===== config.mk =====
export PLATFORM = sky130hd
export DESIGN_NAME = pcdt_timer
export DESIGN_NICKNAME = d
export VERILOG_FILES = /design/src/shared/pcdt_pkg.sv /design/src/rtl/pcdt_tick_div.sv /design/src/rtl/pcdt_timer.sv
export SDC_FILE = /design/constraint.sdc
export NUM_CORES = 1
export LEC_CHECK = 0
export ABC_AREA = 0
export BUFFER_PORTS_ARGS = -buffer_cell sky130_fd_sc_hd__buf_2
export CORE_MARGIN = 8
export CORE_UTILIZATION = 40
export DETAILED_ROUTE_END_ITERATION = 10
export PLACE_DENSITY_LB_ADDON = 0.08
export SYNTH_ARGS = -nofsm -noshare
export SYNTH_HDL_FRONTEND = slang
export SYNTH_SLANG_ARGS = --single-unit

===== constraint.sdc =====
create_clock -name sys_clk -period 1.89 [get_ports sys_clk]
set_input_delay 0.0945 -clock sys_clk [delete_from_list [all_inputs] [get_ports sys_clk]]
set_output_delay 0.0945 -clock sys_clk [all_outputs]
set_load 0.05 [all_outputs]

===== src/shared/pcdt_pkg.sv =====
// Behaviour
// - The countdown value drops by one on every 100 us tick while enabled.
// - Setting the enable bit loads the countdown from the preload value.
// - Reset and a one-to-zero change of the enable bit force all ones.
// - The preload value may be written at any time, enabled or not.
// - While enabled, a preload write restarts counting from the new value.
// - At zero the count wraps to all ones and keeps counting down.
// - Expiry sets the flag and the interrupt only when they are allowed.
// - The expiry flag is sticky; writing one clears it, zero leaves it.
`default_nettype none
package pcdt_pkg;
	localparam int unsigned TICK_US     = 100;
	localparam int unsigned CLK_MHZ     = 125;
	localparam int unsigned TICK_CYCLES = TICK_US * CLK_MHZ;
	localparam int unsigned CNT_W       = 16;
	localparam logic [15:0] CNT_RESET   = 16'hffff;
	localparam logic [15:0] PRE_RESET   = 16'hffff;
	localparam int unsigned OFS_CFG     = 32'h00;
	localparam int unsigned OFS_PRE     = 32'h04;
	localparam int unsigned OFS_CNT     = 32'h08;
	localparam int unsigned OFS_STS     = 32'h0c;
	localparam int unsigned OFS_MASK    = 32'h10;
	localparam int unsigned CFG_EN_BIT  = 0;
	localparam int unsigned STS_EXP_BIT = 0;
	localparam int unsigned MASK_EXP_BIT = 0;
	localparam logic [1:0]  RESP_OKAY   = 2'h0;
	localparam logic [1:0]  RESP_SLVERR = 2'h2;

	typedef enum {
		REG_CFG,
		REG_PRE,
		REG_CNT,
		REG_STS,
		REG_MASK,
		REG_NONE
	} pcdt_reg_t;

	typedef struct packed {
		logic        en;
		logic        allow;
		logic        flag;
		logic [CNT_W-1:0] preload;
		logic [CNT_W-1:0] count;
	} pcdt_state_t;

	localparam pcdt_state_t STATE_RESET = '{
		en: 1'b0, allow: 1'b0, flag: 1'b0,
		preload: PRE_RESET, count: CNT_RESET};
endpackage : pcdt_pkg
`default_nettype wire


===== src/rtl/pcdt_tick_div.sv =====
`timescale 1ns/1ps
`default_nettype none
module pcdt_tick_div #(
	parameter int unsigned DIV = pcdt_pkg::TICK_CYCLES
) (
	// Clock and reset
	input  wire logic sys_clk,
	input  wire logic reset,
	// Control
	input  wire logic run,
	input  wire logic restart,
	// Step pulse
	output logic      tick
);
	localparam int unsigned CW = (DIV > 2) ? $clog2(DIV) : 1;
	localparam logic [CW-1:0] LAST = CW'(DIV - 1);

	logic [CW-1:0] cnt;
	logic [CW-1:0] next_cnt;
	logic          next_tick;

	// Restart realigns so the first step after a load is a full period
	always_comb begin
		next_cnt  = cnt;
		next_tick = 1'b0;
		if (!run || restart) begin
			next_cnt = '0;
		end else if (cnt == LAST) begin
			next_cnt  = '0;
			next_tick = 1'b1;
		end else begin
			next_cnt = cnt + CW'(1);
		end
	end

	always_ff @(posedge sys_clk) begin
		if (reset) begin
			cnt  <= '0;
			tick <= 1'b0;
		end else begin
			cnt  <= next_cnt;
			tick <= next_tick;
		end
	end
endmodule : pcdt_tick_div
`default_nettype wire


===== src/rtl/pcdt_timer.sv =====
`timescale 1ns/1ps
`default_nettype none
module pcdt_timer #(
	parameter int unsigned TICK_CYCLES = pcdt_pkg::TICK_CYCLES,
	parameter int unsigned ADDR_W      = 8
) (
	// Clock and reset
	input  wire logic              sys_clk,
	input  wire logic              reset,
	// AXI4-Lite write address
	input  wire logic [ADDR_W-1:0] s_axi_awaddr,
	input  wire logic              s_axi_awvalid,
	output logic                   s_axi_awready,
	// AXI4-Lite write data
	input  wire logic [31:0]       s_axi_wdata,
	input  wire logic [3:0]        s_axi_wstrb,
	input  wire logic              s_axi_wvalid,
	output logic                   s_axi_wready,
	// AXI4-Lite write response
	output logic [1:0]             s_axi_bresp,
	output logic                   s_axi_bvalid,
	input  wire logic              s_axi_bready,
	// AXI4-Lite read address
	input  wire logic [ADDR_W-1:0] s_axi_araddr,
	input  wire logic              s_axi_arvalid,
	output logic                   s_axi_arready,
	// AXI4-Lite read data
	output logic [31:0]            s_axi_rdata,
	output logic [1:0]             s_axi_rresp,
	output logic                   s_axi_rvalid,
	input  wire logic              s_axi_rready,
	// Interrupt
	output logic                   irq
);
	function automatic pcdt_pkg::pcdt_reg_t decode(
		input logic [ADDR_W-1:0] a
	);
		if (a == ADDR_W'(pcdt_pkg::OFS_CFG)) begin
			return pcdt_pkg::REG_CFG;
		end else if (a == ADDR_W'(pcdt_pkg::OFS_PRE)) begin
			return pcdt_pkg::REG_PRE;
		end else if (a == ADDR_W'(pcdt_pkg::OFS_CNT)) begin
			return pcdt_pkg::REG_CNT;
		end else if (a == ADDR_W'(pcdt_pkg::OFS_STS)) begin
			return pcdt_pkg::REG_STS;
		end else if (a == ADDR_W'(pcdt_pkg::OFS_MASK)) begin
			return pcdt_pkg::REG_MASK;
		end else begin
			return pcdt_pkg::REG_NONE;
		end
	endfunction : decode

	// Bus slave state
	logic              aw_full;
	logic [ADDR_W-1:0] aw_addr;
	logic              w_full;
	logic [31:0]       w_data;
	logic [3:0]        w_strb;
	logic              next_aw_full;
	logic [ADDR_W-1:0] next_aw_addr;
	logic              next_w_full;
	logic [31:0]       next_w_data;
	logic [3:0]        next_w_strb;
	logic              next_awready;
	logic              next_wready;
	logic              next_bvalid;
	logic [1:0]        next_bresp;
	logic              next_arready;
	logic              next_rvalid;
	logic [31:0]       next_rdata;
	logic [1:0]        next_rresp;
	logic              take_aw;
	logic              take_w;
	logic              take_ar;
	logic              do_write;
	pcdt_pkg::pcdt_reg_t wsel;
	pcdt_pkg::pcdt_reg_t rsel;

	// Timer state
	pcdt_pkg::pcdt_state_t st;
	pcdt_pkg::pcdt_state_t next_st;
	logic              next_irq;
	logic              en_rise;
	logic              en_fall;
	logic              pre_wr;
	logic              reload;
	logic              expiry;
	logic              sts_clr;
	logic              tick;

	// Write path holds address and data apart so either may come first
	always_comb begin
		take_aw      = s_axi_awvalid && s_axi_awready;
		take_w       = s_axi_wvalid && s_axi_wready;
		take_ar      = s_axi_arvalid && s_axi_arready;
		do_write     = aw_full && w_full && !s_axi_bvalid;
		wsel         = decode(aw_addr);
		rsel         = decode(s_axi_araddr);
		next_aw_full = (aw_full && !do_write) || take_aw;
		next_w_full  = (w_full && !do_write) || take_w;
		next_aw_addr = take_aw ? s_axi_awaddr : aw_addr;
		next_w_data  = take_w ? s_axi_wdata : w_data;
		next_w_strb  = take_w ? s_axi_wstrb : w_strb;
		next_awready = !next_aw_full;
		next_wready  = !next_w_full;
		next_bvalid  = do_write || (s_axi_bvalid && !s_axi_bready);
		next_bresp   = s_axi_bresp;
		if (do_write) begin
			next_bresp = (wsel == pcdt_pkg::REG_NONE) ?
				pcdt_pkg::RESP_SLVERR : pcdt_pkg::RESP_OKAY;
		end
		next_rvalid  = take_ar || (s_axi_rvalid && !s_axi_rready);
		next_arready = !next_rvalid;
		next_rdata   = s_axi_rdata;
		next_rresp   = s_axi_rresp;
		if (take_ar) begin
			next_rresp = pcdt_pkg::RESP_OKAY;
			case (rsel)
				pcdt_pkg::REG_CFG:  next_rdata = 32'(st.en);
				pcdt_pkg::REG_PRE:  next_rdata = 32'(st.preload);
				pcdt_pkg::REG_CNT:  next_rdata = 32'(st.count);
				pcdt_pkg::REG_STS:  next_rdata = 32'(st.flag);
				pcdt_pkg::REG_MASK: next_rdata = 32'(st.allow);
				default: begin
					next_rdata = 32'h0000_0000;
					next_rresp = pcdt_pkg::RESP_SLVERR;
				end
			endcase
		end
	end

	always_ff @(posedge sys_clk) begin
		if (reset) begin
			aw_full       <= 1'b0;
			aw_addr       <= '0;
			w_full        <= 1'b0;
			w_data        <= 32'h0000_0000;
			w_strb        <= 4'h0;
			s_axi_awready <= 1'b1;
			s_axi_wready  <= 1'b1;
			s_axi_bvalid  <= 1'b0;
			s_axi_bresp   <= pcdt_pkg::RESP_OKAY;
			s_axi_arready <= 1'b1;
			s_axi_rvalid  <= 1'b0;
			s_axi_rdata   <= 32'h0000_0000;
			s_axi_rresp   <= pcdt_pkg::RESP_OKAY;
		end else begin
			aw_full       <= next_aw_full;
			aw_addr       <= next_aw_addr;
			w_full        <= next_w_full;
			w_data        <= next_w_data;
			w_strb        <= next_w_strb;
			s_axi_awready <= next_awready;
			s_axi_wready  <= next_wready;
			s_axi_bvalid  <= next_bvalid;
			s_axi_bresp   <= next_bresp;
			s_axi_arready <= next_arready;
			s_axi_rvalid  <= next_rvalid;
			s_axi_rdata   <= next_rdata;
			s_axi_rresp   <= next_rresp;
		end
	end

	always_comb begin
		next_st = st;
		pre_wr  = 1'b0;
		sts_clr = 1'b0;
		expiry  = 1'b0;
		if (do_write) begin
			case (wsel)
				pcdt_pkg::REG_CFG: begin
					if (w_strb[0]) begin
						next_st.en = w_data[pcdt_pkg::CFG_EN_BIT];
					end
				end
				pcdt_pkg::REG_PRE: begin
					// Accepted whether running or stopped
					for (int b = 0; b < 2; b++) begin
						if (w_strb[b]) begin
							next_st.preload[8*b +: 8] = w_data[8*b +: 8];
						end
					end
					pre_wr = |w_strb[1:0];
				end
				pcdt_pkg::REG_STS: begin
					sts_clr = w_strb[0] && w_data[pcdt_pkg::STS_EXP_BIT];
				end
				pcdt_pkg::REG_MASK: begin
					if (w_strb[0]) begin
						next_st.allow = w_data[pcdt_pkg::MASK_EXP_BIT];
					end
				end
				default: begin
				end
			endcase
		end
		en_rise = next_st.en && !st.en;
		en_fall = st.en && !next_st.en;
		reload  = en_rise || (st.en && pre_wr);
		if (en_fall) begin
			next_st.count = pcdt_pkg::CNT_RESET;
		end else if (reload) begin
			next_st.count = next_st.preload;
		end else if (st.en && tick) begin
			if (st.count == 16'h0000) begin
				next_st.count = pcdt_pkg::CNT_RESET;
				expiry        = 1'b1;
			end else begin
				next_st.count = st.count - 16'h0001;
			end
		end
		if (sts_clr) begin
			next_st.flag = 1'b0;
		end
		// A new allowed expiry beats a clear in the same cycle
		if (expiry && st.allow) begin
			next_st.flag = 1'b1;
		end
		next_irq = next_st.flag && next_st.allow;
	end

	always_ff @(posedge sys_clk) begin
		if (reset) begin
			st  <= pcdt_pkg::STATE_RESET;
			irq <= 1'b0;
		end else begin
			st  <= next_st;
			irq <= next_irq;
		end
	end

	pcdt_tick_div #(
		.DIV     (TICK_CYCLES)
	) u_div (
		.sys_clk (sys_clk),
		.reset   (reset),
		.run     (st.en),
		.restart (reload),
		.tick    (tick)
	);
endmodule : pcdt_timer
`default_nettype wire


After elaboration in Yosys (flattened, before gate mapping). Cells that the tools add are included.

Bits in latches: 0. ROM bits: 0. Logic and storage cells: 118. Memory bits (writable): 0. Bits in registers: 120. Memories kept: 0.

Reduce and logical (&&, ||, !) cells: 42. Bitwise operators: 0. $add $sub $neg: 2. $mul: 0. Equal/unequal tests: 17. Magnitude comparators: 0. Multiplexer cells: 36. Shift-type cells: 0. Divide/modulo/power cells: 0.

Operators with widths (count): equality test 32 x 2 -> 1 bit (second input constant) (3); 2-to-1 mux 16 bit (5); case mux 16 bit (5 select lines) (1); equality test 32 x 1 -> 1 bit (second input constant) (2); equality test 32 x 3 -> 1 bit (second input constant) (2); zero test 32 bit (2); equality test 32 x 4 -> 1 bit (second input constant) (1); equality test 8 x 4 -> 1 bit (second input constant) (4); 2-to-1 mux 3 bit (8); 2-to-1 mux 1 bit (17); equality test 8 x 3 -> 1 bit (second input constant) (2); equality test 8 x 5 -> 1 bit (second input constant) (2); logical AND 1 bit (16); zero test 16 bit (1); zero test 8 bit (2); 2-to-1 mux 8 bit (2); subtractor 16 x 1 -> 16 bit (second input constant) (1); adder 14 x 1 -> 14 bit (second input constant) (1); equality test 14 bit (second input constant) (1); zero test 1 bit (9); logical OR 1 bit (6); 2-to-1 mux 2 bit (3); OR reduction 2 bit (3); OR reduction 5 bit (1); 2 further kinds (2).

Logic depth before layout (Yosys ltp).
Word-level depth: 16. Mapped depth: 8. Mapped depth without buffers: 7.

By module. Synthesis repeated with hierarchy kept, for this count alone.

Cell total of the unflattened synthesis: 538. Area, all modules: 4658.2 um^2.

By module, submodules not included: pcdt_timer (cells an instance 468, instances 1, sequential area each 1741.7 um^2, area each 4006.3 um^2); pcdt_tick_div (cells an instance 70, instances 1, sequential area each 300.3 um^2, area each 651.9 um^2).

Worst setup path before layout. Ideal clock, no wire load.

Kind: reg-to-reg. Start point: register st[0] in the netlist's numbering. End point: register st[14] in the netlist's numbering. Setup time: 0.133 ns. Slack: -0.064 ns. Period minus slack after synthesis: 1.954 ns. Data required time: 1.757 ns. Cell stages (with the launch flop): 9. Data arrival time: 1.821 ns. Path buffers: 1. Cell sequence: dfxtp_1 clkbuf_1 inv_1 ha_1 nor4b_1 and4_1 nand3_1 o211ai_1 o211ai_1.

Cells in the longest elaborated chain, start to end: 4. Elaborated cells on any way between the ends: 5. Those cells by class: add/sub: 1; mux: 3; reduce/logical: 1.

RTL lines: from (decl) (line pcdt_timer.sv:80) `pcdt_pkg::pcdt_state_t st;`; from (signal assigned) (line pcdt_timer.sv:224) `st <= pcdt_pkg::STATE_RESET;`; from (signal assigned) (line pcdt_timer.sv:227) `st <= next_st;`; subtractor 16 x 1 -> 16 bit or zero test 16 bit (tied branches) (line pcdt_timer.sv:209, pcdt_timer.sv:205); 2-to-1 mux 16 bit (*) (line pcdt_timer.sv:205) `if (st.count == 16'h0000) begin`; 2-to-1 mux 16 bit (*) (line pcdt_timer.sv:204) `end else if (st.en && tick) begin`; 2-to-1 mux 16 bit (*) (line pcdt_timer.sv:202) `end else if (reload) begin`.

Every way passes the cells marked *; elsewhere a longest branch is shown, timed or not. The select of a mux whose other input is x is not followed. A chain may end at the register's enable or synchronous reset.

Final worst setup path.
Start point: register st[0] in the netlist's numbering. End point: register st[6] in the netlist's numbering.

Same word-level chain as after synthesis.

==> results.tsv <==
metric	value	unit
p_leak	2.45	nW
portBuffers	64	
slew_viol_final	0	
fin_crit	1.79	ns
r2r-start	st[0]	
die_h	125	um
synth_ff_type	dfxtp_1	
gp_congestion	0.801	
power_frac_comb	0.097	
pwr-share-seq	0.478	
die_area	15500	sq um
netlist-cell-type-count	69	
max_cap_violations	0	
powerDensity	799	nW/um^2
setup_violations	0	
grt_pass1_wl	20000	um
fmax	558	MHz
path_clk_slew	0.06	ns
fin_area	5920	sq um
drive_gt1_frac	0.215	
dpl_cell_area	5330	sq um
synthToLayoutAreaGrowth	25.6	%
wl_per_cell	14.8	um
holdWs	0.0113	ns
endpoint_kind	register	
ios	101	
antenna_found_initial	0	
drcViolationCount	0	
syn-cell-area	4710	sq um
startpoint_type	register	
vias	4121	
htree_num_levels	3	
startpoint	st[0]	
cts-root-buf	clkbuf_16	
ant_nets	0	
post_cts_buffers	0	
hp-start	s_axi_bready	
first_global_vias	4063	
seq_area	2040	sq um
cts_buffer_depth	2	
nets	710	
grt_start_max_net_pins	34	
final_hold_viol_count	0	
layout_common_cells	100 x dfxtp_1, 83 x nand2_1, 64 x buf_2, 39 x a21oi_1, 36 x nor2_1	
synth.area.top_cells	dfxtp_1 43%, nand2_1 6.6%, mux2i_1 4.2%, a21oi_1 4.1%, buf_4 3.0%	
initial_utilization	0.411	
cts_tree	built	
first_iter_violations	138	
hp-class	input pin to register	
min_period_over_period	0.948	
crit_arrival	2.03	ns
p_sw	1.13	mW
multi_input_area	2480	sq um
peakVddDrop	0.430	mV
cts_made_buffers	9	
synth_top_area_share	0.433	
core_area	11500	sq um
grt_overflow_total	0	
rows	39	
synth_top_area_cell	dfxtp_1	
clock_sinks	102	
track_usage	0.153	
status	finished clean	
required	2.13	ns
wl	11700	um
fin_worst_skew	0.00573	ns
synth_cells	546	
dieWidth	125	um
mostFrequentLayoutCell	dfxtp_1	
worstSetupPathType	register to register	
cp_max_fo	6	
rsz0062_at_grt	no	
diodes	0	
clock_latency	0.35	ns
setup-tns-final	0	ns
clock_power_share	0.425	
fillCellCount	1111	
switching_share	0.238	
yosys_warnings	0	
via_per_inst	5.18	
synth_seq_cells	102	
p_int	3.60	mW
synthArstFlopShare	0	
synth_enable_flop_cells	0	
dp_hpwl	8530	um
syn_area_per_cell	8.63	sq um
dr.pass1.iters	4	
ys_seq_area_frac	0.433	
==> power groups by stage <==
stage	Clock (mW)	Sequential, mW	Combinational, mW
6_report	2.01	2.26	0.459
5_1_grt	2.15	2.27	0.499
4_1_cts	2.07	2.26	0.462
3_5_place_dp	0	2.31	0.423
3_3_place_gp	0	2.31	0.417
2_1_floorplan	0	2.33	0.290
==> per-stage QoR <==
step                      cells  worst slack (ns)  power [mW]  utilization
after floorplan             563            0.0205        2.62            -
after global placement      756            0.0706        2.73        0.465
after detailed placement    756            0.0419        2.74        0.465
after CTS                   795            0.0198        4.80        0.514
after global routing        795           0.00322        4.92        0.516
final                       795            0.0975        4.73        0.516
==> cells in the mapped netlist, types with 3 or more instances <==
cell type,instances
buf_4,19
nor2_1,37
xor2_1,8
clkbuf_1,18
and3_1,7
inv_1,7
nand2b_1,20
nand3_1,15
mux2i_1,20
buf_1,3
o2111ai_1,3
a21o_1,3
xnor2_1,4
o21ai_1,11
a41oi_1,3
nand2_1,83
o211ai_1,15
o21ai_0,18
nor2b_1,3
a21oi_1,39
dfxtp_1,102
nor3_1,9
and2_1,3
nand4_1,8
and3b_1,4
o21a_1,5
buf_2,6
ha_1,3
a22oi_1,15
==> logic make-up after synthesis <==
family / Yosys count / share of synthesized area
AO/OA/AOI/OAI: 133 / 0.182
XOR/XNOR: 12 / 0.0223
adder cells (fa/ha/maj): 3 / 0.00797
buffers and inverters: 56 / 0.0635
flip-flops: 102 / 0.433
multiplexers: 20 / 0.0425
other: 1 / 0.000796
AND/OR/NAND/NOR: 219 / 0.247
==> flip-flops by register name, indices dropped and copies added (netlist names) <==
signal and flops:
s_axi_rdata 16, aw_addr 8, u_div.tick 1, s_axi_awready 1, st 35, w_data 16, s_axi_rvalid 1, w_strb 2
s_axi_wready 1, s_axi_arready 1, s_axi_bvalid 1, s_axi_rresp 1, s_axi_bresp 1, w_full 1, irq 1, aw_full 1
u_div.cnt 14
==> what timing repair did <==
action | CTS | global route
resized for setup | 0 | 10
endpoints found under the hold margin | 24 | 0
endpoints found under the setup margin | 0 | 15
hold buffers | 24 | 0
==> final cells by class <==
cell class / count / share of cell area
Clock buffer: 11 / 0.0427
Inverter: 7 / 0.00444
Sequential cell: 102 / 0.345
Multi-Input combinational cell: 405 / 0.420
Timing Repair Buffer: 123 / 0.145
Tap cell: 143 / 0.0302
Clock inverter: 4 / 0.0118
==> critical path, stage by stage (launching register included) <==
cell and delay [ns]:
dfxtp_2 0.32, inv_2 0.07, ha_4 0.16, or4b_4 0.50, nor2_4 0.10, and3_1 0.15, nor2_1 0.04, a311o_1 0.33
==> layer usage <==
metal  track usage  vias to the layer above  wire length [um]
li1              -                     2126                 -
met3        0.0400                       12               406
met4        0.0631                        0               171
met5             0                        -                 0
met1         0.183                     1921              5450
met2         0.256                       62              5720
==> final timing paths <==
kind                    endpoint  slack (ns)  cells past startpoint
setup / recovery           st[6]         0.1                      7
hold reg to reg   s_axi_rdata[7]        0.44                      2
setup reg to reg           st[6]         0.1                      7
hold / removal      s_axi_bvalid        0.01                      3
No activity file was read; power rests on OpenSTA's default activity.
